## src/hw/sleep_pkg.sv

```systemverilog
// Package with constants and carrier types for the pin-controlled sleep block.
`default_nettype none

package sleep_pkg;

  // Timing figures as printed, and the derived cycle counts at 100 MHz.
  localparam int unsigned CLK_PERIOD_PS      = 10000;
  localparam int unsigned SETUP_BEFORE_NS    = 10;
  localparam int unsigned DONT_CARE_AFTER_NS = 5;
  localparam int unsigned RECOVERY_US        = 2;
  // Least setup time rounds up.
  localparam int unsigned SETUP_CYCLES  = (SETUP_BEFORE_NS * 1000 + CLK_PERIOD_PS - 1) / CLK_PERIOD_PS;
  // Longest times round down; the don't-care time is never below one cycle.
  localparam int unsigned DC_RAW        = (DONT_CARE_AFTER_NS * 1000) / CLK_PERIOD_PS;
  localparam int unsigned DONT_CARE_CYCLES = (DC_RAW < 1) ? 1 : DC_RAW;
  localparam int unsigned RECOVERY_CYCLES  = (RECOVERY_US * 1000000) / CLK_PERIOD_PS;
  // Edges from the pin falling to valid outputs that are spent outside the recovery count.
  localparam int unsigned WAKE_PATH_CYCLES = 6;

  // Widths and reset values.
  localparam int unsigned PIN_COUNT  = 8;
  localparam int unsigned CNT_WIDTH  = 16;
  localparam logic        SYNC_RESET_VALUE = 1'b0;

  // Operating phases, one-hot.
  typedef enum logic [2:0] {
    ST_RUN     = 3'h1,
    ST_SLEEP   = 3'h2,
    ST_RECOVER = 3'h4
  } phase_type;

  // One group of user pins as seen by the core logic.
  typedef struct packed {
    logic [PIN_COUNT-1:0] data;
    logic [PIN_COUNT-1:0] oe;
  } pin_group_type;

endpackage

`default_nettype wire

```

## src/hw/sleep_ctrl.sv

```systemverilog
// Pin-controlled sleep block: freezes logic and pins while the sleep pin is high.
//
// Operation
// - Sleep control is optional; when disabled the pin stays an ordinary input.
// - With sleep enabled, pin high means sleep, pin low means normal running.
// - Entering sleep captures and holds all outputs and internal state.
// - An output released to high-impedance at sleep entry stays released throughout.
// - During sleep every input except the sleep pin is ignored.
// - Input hold latches keep each pin at its last level during sleep.
// - With sleep enabled the sleep pin does not feed the logic array.
// - Within 5 ns of the pin rising, inputs become don't-care.
// - After the pin falls, inputs and outputs are valid again within 2 us.
`timescale 1ns/10ps
`default_nettype none

module sleep_ctrl #(
  parameter int unsigned PINS            = sleep_pkg::PIN_COUNT,
  parameter int unsigned RECOVERY_CYCLES = sleep_pkg::RECOVERY_CYCLES
) (
  // Clock and reset
  input  wire logic                        clk,
  input  wire logic                        reset,
  // Configuration and sleep control
  input  wire logic                        sleep_enable,
  input  wire logic                        sleep_request_pin,
  // Pins from outside
  input  wire logic [PINS-1:0]             pin_in,
  // Core side: pins as the logic sees them, and the core's own drive
  output logic      [PINS-1:0]             core_in,
  output logic                             core_sleep_pin_in,
  input  wire sleep_pkg::pin_group_type    core_out,
  // Pin drivers
  output logic      [PINS-1:0]             pin_out,
  output logic      [PINS-1:0]             pin_oe,
  // Status
  output logic                             core_run,
  output logic                             sleeping,
  output logic                             outputs_valid
);

  typedef struct packed {
    logic [2:0]                    sreq;
    logic [2:0][PINS-1:0]          sin;
    sleep_pkg::phase_type          phase;
    logic [PINS-1:0]               keep_in;
    sleep_pkg::pin_group_type      drive;
    logic [sleep_pkg::CNT_WIDTH-1:0] cnt;
    logic                          pin_level;
  } state_type;

  state_type s_q;
  state_type s_d;

  // Recovery counter type; the exit value is cast on purpose to the counter width.
  typedef logic [sleep_pkg::CNT_WIDTH-1:0] count_type;

  // The recovery count is shortened by the synchroniser and phase latency, so the whole
  // span from the pin falling to valid outputs stays within RECOVERY_CYCLES edges.
  // RECOVERY_CYCLES must be at least WAKE_PATH_CYCLES, or the counter wraps.
  localparam count_type EXIT_COUNT = count_type'(RECOVERY_CYCLES - sleep_pkg::WAKE_PATH_CYCLES);
  // Longest wait in the recovery check, counted from the first stage seeing the pin low.
  localparam int        WAKE_BOUND = int'(RECOVERY_CYCLES) - 1;

  // Filtered view of the sleep pin: a change counts once stages two and three agree.
  function automatic logic settle(input logic a, input logic b, input logic prev);
    settle = (a == b) ? a : prev;
  endfunction

  // Inputs freeze once a raised pin reaches the third stage; the data in that same stage
  // was sampled with the pin and is dropped, so later input changes never reach the core.
  function automatic logic input_frozen(input logic enable, input logic [2:0] stages);
    input_frozen = enable && stages[2];
  endfunction

  // Next-state logic for the whole block.
  always_comb begin
    s_d = s_q;
    s_d.sreq = {s_q.sreq[1:0], sleep_request_pin};
    s_d.sin  = {s_q.sin[1:0], pin_in};
    s_d.pin_level = settle(s_q.sreq[1], s_q.sreq[2], s_q.pin_level);
    case (s_q.phase)
      sleep_pkg::ST_RUN: begin
        if (!input_frozen(sleep_enable, s_q.sreq)) begin
          s_d.keep_in = s_q.sin[2];
        end
        s_d.drive   = core_out;
        if (sleep_enable && s_q.pin_level) begin
          s_d.phase = sleep_pkg::ST_SLEEP;
        end
      end
      sleep_pkg::ST_SLEEP: begin
        // Nothing is sampled here, so held data and enables stay frozen.
        if (!sleep_enable || !s_q.pin_level) begin
          s_d.phase = sleep_pkg::ST_RECOVER;
          s_d.cnt   = '0;
        end
      end
      sleep_pkg::ST_RECOVER: begin
        // Inputs and enables are taken again at once; only the valid flag waits.
        if (!input_frozen(sleep_enable, s_q.sreq)) begin
          s_d.keep_in = s_q.sin[2];
        end
        s_d.drive   = core_out;
        s_d.cnt     = s_q.cnt + 1'b1;
        if (sleep_enable && s_q.pin_level) begin
          s_d.phase = sleep_pkg::ST_SLEEP;
        end else if (s_q.cnt >= EXIT_COUNT) begin
          s_d.phase = sleep_pkg::ST_RUN;
        end
      end
      default: begin
        s_d.phase = sleep_pkg::ST_RUN;
      end
    endcase
  end

  // State register; the phase change back to run never clears held contents.
  always_ff @(posedge clk) begin
    if (reset) begin
      s_q <= '0;
      s_q.phase <= sleep_pkg::ST_RUN;
    end else begin
      s_q <= s_d;
    end
  end

  // Outputs come straight from held flops, so they keep their values while asleep.
  assign pin_out  = s_q.drive.data;
  assign pin_oe   = s_q.drive.oe;
  assign core_in  = s_q.keep_in;
  // The array sees the pin only when sleep control is not configured.
  assign core_sleep_pin_in = sleep_enable ? 1'b0 : s_q.pin_level;
  assign sleeping = (s_q.phase == sleep_pkg::ST_SLEEP);
  assign core_run = !sleeping;
  assign outputs_valid = (s_q.phase == sleep_pkg::ST_RUN);

  // Checks.
  property p_enter;
    @(posedge clk) disable iff (reset)
      (s_q.phase == sleep_pkg::ST_RUN && sleep_enable && s_q.pin_level) |=> sleeping;
  endproperty
  a_enter: assert property (p_enter) else $error("Sleep not entered.");

  property p_hold_data;
    @(posedge clk) disable iff (reset)
      (sleeping && $past(sleeping)) |-> $stable(pin_out);
  endproperty
  a_hold_data: assert property (p_hold_data) else $error("Output data moved in sleep.");

  property p_hold_oe;
    @(posedge clk) disable iff (reset)
      (sleeping && $past(sleeping)) |-> $stable(pin_oe);
  endproperty
  a_hold_oe: assert property (p_hold_oe) else $error("Output enable moved in sleep.");

  property p_ignore_in;
    @(posedge clk) disable iff (reset)
      sleeping ##1 sleeping |-> $stable(core_in);
  endproperty
  a_ignore_in: assert property (p_ignore_in) else $error("Input leaked in sleep.");

  property p_keep;
    @(posedge clk) disable iff (reset)
      $rose(sleeping) |-> core_in == $past(s_q.keep_in);
  endproperty
  a_keep: assert property (p_keep) else $error("Hold latch lost level.");

  property p_array;
    @(posedge clk) disable iff (reset)
      sleep_enable |-> !core_sleep_pin_in;
  endproperty
  a_array: assert property (p_array) else $error("Sleep pin fed array.");

  property p_disabled;
    @(posedge clk) disable iff (reset)
      !sleep_enable && !sleeping |=> !sleeping;
  endproperty
  a_disabled: assert property (p_disabled) else $error("Slept while disabled.");

  property p_entry_fast;
    @(posedge clk) disable iff (reset)
      ($rose(s_q.sreq[0]) && sleep_enable && !sleeping) ##1 (sleep_enable && s_q.sreq[0]) [*3]
        |-> ##[0:2] sleeping;
  endproperty
  a_entry_fast: assert property (p_entry_fast) else $error("Entry too slow.");

  property p_recover;
    @(posedge clk) disable iff (reset)
      (sleeping && sleep_enable && $fell(s_q.sreq[0])) |-> ##[1:WAKE_BOUND] (outputs_valid || s_q.sreq[0]);
  endproperty
  a_recover: assert property (p_recover) else $error("Valid too late.");

  property p_resume;
    @(posedge clk) disable iff (reset)
      $fell(sleeping) |-> pin_out == $past(pin_out);
  endproperty
  a_resume: assert property (p_resume) else $error("Contents lost on wake.");

  // Once the raised pin is seen, nothing sampled later may reach the core.
  property p_freeze_early;
    @(posedge clk) disable iff (reset)
      (sleep_enable && s_q.sreq[2]) |=> $stable(core_in);
  endproperty
  a_freeze_early: assert property (p_freeze_early) else $error("Input taken after pin rose.");

  property p_oe_reenable;
    @(posedge clk) disable iff (reset)
      (s_q.phase == sleep_pkg::ST_RECOVER) |=> pin_oe == $past(core_out.oe);
  endproperty
  a_oe_reenable: assert property (p_oe_reenable) else $error("Enables not taken in recovery.");

  property p_in_accept;
    @(posedge clk) disable iff (reset)
      (s_q.phase == sleep_pkg::ST_RECOVER && !(sleep_enable && s_q.sreq[2])) |=> core_in == $past(s_q.sin[2]);
  endproperty
  a_in_accept: assert property (p_in_accept) else $error("Inputs not taken in recovery.");

  c_sleep:   cover property (@(posedge clk) $rose(sleeping));
  c_wake:    cover property (@(posedge clk) $fell(sleeping));
  c_valid:   cover property (@(posedge clk) $rose(outputs_valid));
  c_disable: cover property (@(posedge clk) !sleep_enable && s_q.pin_level);

endmodule

`default_nettype wire

```

## config.mk

```make
export PLATFORM = sky130hd
export DESIGN_NAME = sleep_ctrl
export DESIGN_NICKNAME = d
export VERILOG_FILES = /design/src/hw/sleep_pkg.sv /design/src/hw/sleep_ctrl.sv
export SDC_FILE = /design/constraint.sdc
export NUM_CORES = 1
export LEC_CHECK = 0
export ABC_AREA = 1
export BUFFER_PORTS_ARGS = -buffer_cell sky130_fd_sc_hd__buf_2
export CAP_MARGIN = 20
export CORE_MARGIN = 10
export CORE_UTILIZATION = 35
export DETAILED_ROUTE_END_ITERATION = 8
export SLEW_MARGIN = 30
export SYNTH_ARGS = -nofsm -noshare
export SYNTH_HDL_FRONTEND = slang
export SYNTH_SLANG_ARGS = --single-unit
```

## constraint.sdc

```tcl
create_clock -name clk -period 2.6 [get_ports clk]
set_input_delay 0.26 -clock clk [delete_from_list [all_inputs] [get_ports clk]]
set_output_delay 0.26 -clock clk [all_outputs]
set_load 0.02 [all_outputs]
```

# After elaboration in Yosys (flattened, before gate mapping)
# Cells that the tools add are included.
totals:
  reg_bits: 71
  inputBits: 28
  output_inout_bits: 28
  elab_cells: 39
classes:
  n_addsub: 1
  n_lt_le_gt_ge: 1
  eq_ne: 7
  mux: 8
  bitwise_logic: 1
  reduce_logical: 11
ops:
  columns: ["op", "n"]
  rows:
  - ["$pmux 16 s2", 1]
  - ["$add 16x1->16 const B", 1]
  - ["$ge 16x8->1 const B", 1]
  - ["$mux 16", 1]
  - ["$mux 3", 4]
  - ["$pmux 3 s3", 1]
  - ["$ne 2x1->1 const B", 2]
  - ["$reduce_and 2->1", 2]
  - ["$eq 3x1->1 const B", 1]
  - ["$eq 3x2->1 const B", 1]
  - ["$eq 3x3->1 const B", 1]
  - ["$logic_not 1->1", 3]
  - ["$ne 3x3->1 const B", 1]
  - ["$reduce_and 3->1", 1]
  - ["$logic_and 1x1->1", 2]
  - ["$reduce_bool 2->1", 1]
  - ["$reduce_or 2->1", 1]
  - ["$eq 1x1->1", 1]
  - ["$logic_or 1x1->1", 1]
  - ["$mux 1", 1]
  - ["$not 1->1", 1]

# Longest topological paths before layout
# Gate-level depths: netlist (run 1).
logic_depth:
  word_depth: 4
  mapped_depth: 9
  mapped_depth_nobuf: 9

# Worst setup path after synthesis (run 1)
# OpenSTA, ideal clock, no wires.
synth_timing:
  path_type: "reg-to-reg"
  startpoint: "reg s_q[2] (netlist name)"
  endpoint: "reg s_q[11] (netlist name)"
  setup_ns: 0.122
  t_arrival_ns: 1.134
  t_required_ns: 2.478
  setup_slack_ns: 1.345
  path_stages_with_launch: 7
  path_buffers: 0
  period_less_slack_ns: 1.255
  cell_sequence: "dfxtp_1 -> ha_1 -> nand2_1 -> nor3_2 -> nand2_1 -> o21ai_0 -> a21oi_1"
synth_between:
  elab_chain_len: 2
synth_rtl:
  columns: ["element", "line_no", "text"]
  rows:
  - ["start: declaration", "sleep_ctrl.sv:51", "state_type s_q;"]
  - ["$add 16x1->16", "sleep_ctrl.sv:104", "s_d.cnt = s_q.cnt + 1'b1;"]
  - ["$pmux 16 s2", "sleep_ctrl.sv:81", "case (s_q.phase)"]
# Every way passes these cells.
# A chain may end at the register's enable or synchronous reset.

# Worst setup path in the final report (run 1)
# Ends and elaborated chain as after synthesis.

==> out/metrics.yaml, run 1 <==
outcome: "completed"
relSlewSlack_pct: 61.1
slowest_delay_ns: 0.41
nFillCells: 847
gp_congestion: 0.826
fin_crit_ns: 1.43
post_drt_wl_per_cell_um: 11.1
tightest_slew_ns: 0.582
regArea_um2: 1420
final_common_cell: "nor2_1"
rrSetupSlack_ns: 1.17
critPathMostFrequentCell: "nand2_1"
grt.overflow.total: 0
grt_max_degree: 40
finalHoldViolCount: 0
cts_tree: "built"
hold_slack_ns: 0.119
drc: 0
final.setup.tns_ns: 0
core_um2: 8300
area_growth_pct: 12.0
synth_cell_type_count: 32
timing.final.ws_setup_ns: 1.17
cts_setup_buffers: 0
hp-class: "in -> reg"
h-tree-depth: 3
cp_max_fo: 5
synth_area_leaders: "dfxtp_1 47%, nor2_1 12%, buf_4 6.7%"
dr.first_iter.drc_count: 212
cts_buffers: 9
dieArea_um2: 12800
synth_top_area_cell: "dfxtp_1"
ctsResizeCount: 0
post-place-ws_ns: 1.23
grt_pass1_wl_um: 10300
placed_cells: 533
drive_above_1_share_pct: 23.2
dp_hpwl_um: 4420
syn_area_per_cell_um2: 7.43
clock_path_buffers: 2
antenna_found_initial: 0
worstPathArrival_ns: 1.65
die_h_um: 113
skew_ns: 0.00558
yosys_most_used_dff: "dfxtp_1"
synth_nets: 437
firstDrtPassIters: 6
cts_num_sinks: 71
grt_pass1_vias: 2230
clk_latency_ns: 0.34
gr-usage-all-layers_pct: 9.48
critical-path-slowest-cell: "dfxtp_1"
synth-async-reset-ratio_pct: 0
ys_seq_area_share_pct: 47.0
drtAntennaViolNets: 0
final_cells: 549
crit_required_ns: 2.82
start_util_pct: 36.4
num_antenna_cells: 0
io_buffer_count: 55
critPathBufInv: 0
setup_violations: 0
crit_path_start_kind: "flip-flop"
drt-vias-per-instance: 4.32
p_leak_nw: 1.51
synth-edff-count: 0
worstPathCellList: "ha_1 > nand2_1 > nor3_2 > nand2_1 > o21ai_0 > a21oi_1"
synth_top_area_share_pct: 47.0
yosys_warnings: 0
hold_buffers: 0
std_cell_rows: 33
syn-instance-count: 407
vias: 2370
multiInputGateArea_um2: 1150
critPathTopFamily: "simple AND/OR/NAND/NOR gates"
max_cap_violations: 0
io_pins: 56
critPathKind: "reg -> reg"
cp-end-kind: "flip-flop"
root_buffer: "clkbuf_8"
ir_drop_v: 0.000278
wirelength_um: 6110
period_share_pct: 54.8
synth_area_um2: 3020
cts.reportedPaths.clkPinSlew_ns: 0.07
rsz0062_at_grt: "false"
ys_seq_elements: 71
powerDensity_nw_per_um2: 961
drv_slew: 0
final_nets: 469
die_x_um: 113
layout_common_cells: "99 x nor2_1, 71 x dfxtp_1, 55 x buf_2"
clock.fmax_mhz: 702
## metrics by stage
stage / util, % / total power [mW] / instance area, um2
2_1_floorplan: - / 2.39 / 3020
3_3_place_gp: 38.6 / 2.48 / 3200
3_5_place_dp: 38.6 / 2.51 / 3200
4_1_cts: 40.8 / 3.30 / 3390
5_1_grt: 40.8 / 3.50 / 3390
6_report: 40.8 / 3.25 / 3390
## synth_stat cells, types with 2 or more instances
| cell | count |
|---|---|
| buf_2 | 2 |
| a21oi_1 | 14 |
| inv_1 | 48 |
| ha_1 | 2 |
| nor2_4 | 2 |
| nand2_1 | 51 |
| nor2_1 | 99 |
| dfxtp_1 | 71 |
| inv_4 | 2 |
| o21ai_0 | 34 |
| buf_4 | 27 |
| nand3_1 | 11 |
| nand2_4 | 3 |
| nand2_2 | 4 |
| clkbuf_1 | 6 |
| nor2_2 | 5 |
| inv_2 | 6 |
| o21ai_1 | 4 |
| nand3_2 | 3 |
## cells by family (layout without fill, tap and decap cells)
kind of cell | after synthesis | count (layout) | synth area share (%)
simple gates | 186 | 186 | 27.5
buf+inv | 92 | 129 | 15.1
flops | 71 | 71 | 47.0
fa+ha+maj | 2 | 2 | 0.828
compound gates | 56 | 56 | 9.56
## state kept, by name, summed over array words and instances, names as in the netlist
register  count
pin_oe        8
s_d          18
pin_out       8
s_q          29
core_in       8
## layout make-up
class,instances,share of cell area (%)
clock buffer,11,4.47
clock inverter,5,0.961
inverter,57,6.50
multi-input combinational,244,33.9
sequential,71,42.0
tap,105,3.88
timing repair buffer,56,8.35
## report_power, final
group	switching, mW	total (mW)	internal, mW
Combinational	0.788	1.12	0.329
Clock	0.399	0.794	0.394
Sequential	0.0772	1.34	1.27
Total	1.26	3.25	1.99
## worst min-delay path, delay by kind of cell
| family | cells | cell delay, ns |
|---|---|---|
| buffers and inverters | 2 | 0.10 |
| and+or+nand+nor | 1 | 0.06 |
## path summary, 6_finish.rpt
kind	from	endpoint	depth (start not counted)
worst max-delay path	s_q[2]$_SDFFE_PP0P_	s_q[11]$_SDFFE_PP0P_	6
worst min-delay path	sleep_request_pin	s_d[69]$_SDFF_PP0_	3
worst max register to register	s_q[2]$_SDFFE_PP0P_	s_q[11]$_SDFFE_PP0P_	6
worst min register to register	s_d[56]$_SDFF_PP0_	s_d[64]$_SDFF_PP0_	2
## per-layer routing
metal / global-route usage [%] / vias up / part of all wire, %
li1: - / 1294 / -
met1: 12.0 / 995 / 51
met2: 13.7 / 71 / 39
met3: 4.49 / 10 / 8.6
met4: 3.30 / 0 / 1.2
met5: 0 / - / 0
Power figures use the tool's default switching activity.
==> inputs of run 2 (changes only) <==
--- a/config.mk
+++ b/config.mk
@@ -5,7 +5,7 @@
 export SDC_FILE = /design/constraint.sdc
 export NUM_CORES = 1
 export LEC_CHECK = 0
-export ABC_AREA = 1
+export ABC_AREA = 0
 export BUFFER_PORTS_ARGS = -buffer_cell sky130_fd_sc_hd__buf_2
 export CAP_MARGIN = 20
 export CORE_MARGIN = 10
==> constraint.sdc (replaced) <==
create_clock -name clk -period 1.4 [get_ports clk]
set_input_delay 0.14 -clock clk [delete_from_list [all_inputs] [get_ports clk]]
set_output_delay 0.14 -clock clk [all_outputs]
set_load 0.02 [all_outputs]
==> run 2 against run 1 <==
Net effect:
- the run now ends with setup timing left
- critical endpoint is now s_q[10]$_SDFFE_PP0P_
- synthesized area down 5.6%
- sequential share of layout area shrank 4.7 points
- wire length grew 7.7%
- first-iteration DRC count fell by 53%
- non-clock buffer count increased by 51
- global-route usage rose by 1.2 points
==> out/metrics.yaml, run 2 <==
outcome: "complete, but fails checks"
violations: "setup timing"
period_share_pct: 109  # +54 points
synth_top_area_share_pct: 49.8  # +2.8 points
finalHoldViolCount: 0  # unchanged
ir_drop_v: 0.000403  # +45%
antenna_found_initial: 0  # unchanged
dr.first_iter.drc_count: 100  # -53%
clk_latency_ns: 0.35  # about the same
r2r_end: "s_q[10]$_SDFFE_PP0P_"
setup_violations: 8  # +8
largest_register_ffs: 29  # unchanged
grt.overflow.total: 0  # unchanged
yosysMostFrequentCell: "dfxtp_1"
tightest_slew_ns: 0.306  # -0.276 ns
min_path_cells: 2  # -1
timing.final.ws_setup_ns: -0.121  # -1.30 ns
io_buffer_count: 55  # unchanged
critical-path-slowest-cell: "dfxtp_2"
synth_area_um2: 2850  # -5.6%
synth_cell_type_count: 46  # +44%
worstPathArrival_ns: 1.76  # +0.11 ns
die_x_um: 110  # -2.3%
drive_above_1_share_pct: 41.8  # +19 points
grt_pass1_vias: 2193  # -1.7%
relSlewSlack_pct: 79.6  # +18 points
r2r-start: "s_q[42]$_SDFFE_PP0P_"
gp_congestion: 0.842  # +1.9%
synth-async-reset-ratio_pct: 0  # unchanged
cp-end-kind: "flip-flop"
crit_path_start_kind: "flip-flop"
final_common_cell: "dfxtp_1"
post-place-ws_ns: -0.159  # -1.39 ns
clock_path_buffers: 2  # unchanged
layout_common_cells: "66 x dfxtp_1, 53 x buf_2, 37 x nand2_1, 37 x buf_4, 29 x a21oi_1"
yosys-top-cells-count: "71 x dfxtp_1, 38 x nand2_1, 33 x a21oi_1"
final_nets: 417  # -11%
synth_nets: 340  # -22%
synth_area_leaders: "dfxtp_1 50%, buf_4 6.6%, nor2b_1 6.1%"
cts_num_sinks: 71  # unchanged
skew_ns: 0.0129  # +0.00732 ns
fin_crit_ns: 1.52  # +0.0957 ns
cts_buffers: 9  # unchanged
dieArea_um2: 12200  # -4.6%
firstDrtPassIters: 4  # -2
gr-usage-all-layers_pct: 10.7  # +1.2 points
wirelength_um: 6580  # +7.7%
post_drt_wl_per_cell_um: 13.3  # +20%
rsz0062_at_grt: "true"
p_leak_nw: 1.66  # +10%
die_h_um: 110  # -2.3%
rrSetupSlack_ns: -0.12  # -1.30 ns
root_buffer: "clkbuf_8"
hold_path_end: "s_d[53]$_SDFF_PP0_"
r2r_cells: 5  # -1
grt_max_degree: 24  # -40%
regMostFlops: "s_q"
core_um2: 7850  # -5.4%
critPathBufInv: 1  # +1
grt_pass1_wl_um: 10400  # +0.81%
drv_slew: 0  # unchanged
io_pins: 56  # unchanged
clock.fmax_mhz: 657  # -6.3%
cp_max_fo: 4  # -1
cts.reportedPaths.clkPinSlew_ns: 0.08  # about the same
multiInputGateArea_um2: 1330  # +16%
synth-edff-count: 0  # unchanged
syn_area_per_cell_um2: 9.21  # +24%
nFillCells: 723  # -15%
area_growth_pct: 34.1
crit_required_ns: 1.64  # -1.18 ns
dp_hpwl_um: 4630  # +4.9%
max_cap_violations: 0  # unchanged
hp-class: "in -> reg"
syn-instance-count: 310  # -24%
powerDensity_nw_per_um2: 981  # +2.1%
yosys_warnings: 0  # unchanged
drt-vias-per-instance: 4.66  # +7.9%
cts_tree: "built"
place_area_um2: 3350  # +4.7%
final_cell_area_um2: 3830  # +13%
critPathKind: "reg -> reg"
hold_start: "pin_in[1]"
ys_seq_area_share_pct: 49.8  # +2.8 points
worstPathCellList: "buf_4 > nor3b_4 > and3_4 > and4_1 > mux2_4"
vias: 2301  # -2.9%
regArea_um2: 1430  # +0.44%
synth_top_area_cell: "dfxtp_1"
ys_seq_elements: 71  # unchanged
critPathTopFamily: "simple AND/OR/NAND/NOR gates"
yosys_most_used_dff: "dfxtp_1"
std_cell_rows: 32  # -3.0%
drc: 0  # unchanged
num_antenna_cells: 0  # unchanged
h-tree-depth: 3  # unchanged
drtAntennaViolNets: 0  # unchanged
start_util_pct: 36.4  # -0.056 points
slowest_delay_ns: 0.33  # -0.08 ns
## run 2: repair_timing
| item | in CTS | in global routing |
|---|---|---|
| setup endpoints to repair | 43 | 31 |
| resized for setup | 23 | 30 |
| pin swaps | 8 | 9 |
| hold buffers | 7 | 0 |
| endpoints found under the hold margin | 7 | 0 |
| buffers inserted | 5 | 1 |
## run 2: logic make-up after synthesis
family                     share of synthesized area [%]
adders and majority gates                          0.877
DFF                                                 49.8
xor gates and xnor gates                           0.307
muxes                                               3.59
buffers and inverters                               9.56
AOI/OAI and AO/OA                                   11.4
and+or+nand+nor                                     24.5
## run 2: cell type report
type                       count  area share [%]
sequential                    71            37.3
multi-input combinational    195            34.8
timing repair buffer         107            19.7
tap                          102            3.34
clock buffer                   9            3.24
clock inverter                 7            1.24
inverter                       3           0.425
## run 2: metrics by stage
step / setup TNS, ns / hold WS (ns) / total power [mW] / instances / util (%)
after floorplan: -1.51 / 0.268 / 2.30 / 310 / -
after global placement: -0.965 / 0.350 / 2.36 / 465 / 42.7
after detailed placement: -2.37 / 0.354 / 2.36 / 465 / 42.7
after CTS: -0.932 / 0.00138 / 3.81 / 493 / 47.2
after global routing: -1.65 / 0.0241 / 3.90 / 494 / 48.8
final: -0.480 / 0.00556 / 3.75 / 494 / 48.8
## run 2: routing by layer
metal | share of wire (%) | routed length, um | GRT usage (%)
met1 | 45 | 2930 | 13.1
met2 | 45 | 2990 | 16.5
met3 | 7.6 | 497 | 2.79
met4 | 2.4 | 157 | 6.61
met5 | 0 | 0 | 0
## run 2: how the worst max path moves through the flow
stage                               from              endpoint  slack [ns]  cells after the start
floorplan           s_q[42]$_SDFFE_PP0P_  s_q[10]$_SDFFE_PP0P_       -0.22                      6
global placement    s_q[42]$_SDFFE_PP0P_  s_q[12]$_SDFFE_PP0P_       -0.11                      5
detailed placement  s_q[41]$_SDFFE_PP1P_   s_q[8]$_SDFFE_PP0P_       -0.16                      5
CTS                 s_q[41]$_SDFFE_PP1P_              sleeping       -0.14                      4
global route        s_q[41]$_SDFFE_PP1P_  s_q[10]$_SDFFE_PP0P_       -0.16                      5
finish              s_q[42]$_SDFFE_PP0P_  s_q[10]$_SDFFE_PP0P_       -0.12                      5
## run 2: report_power, final
part	total (mW)	internal, mW	switching (mW)
combinational	0.231	0.107	0.124
sequential	2.10	2.08	0.0208
clock	1.42	0.641	0.784
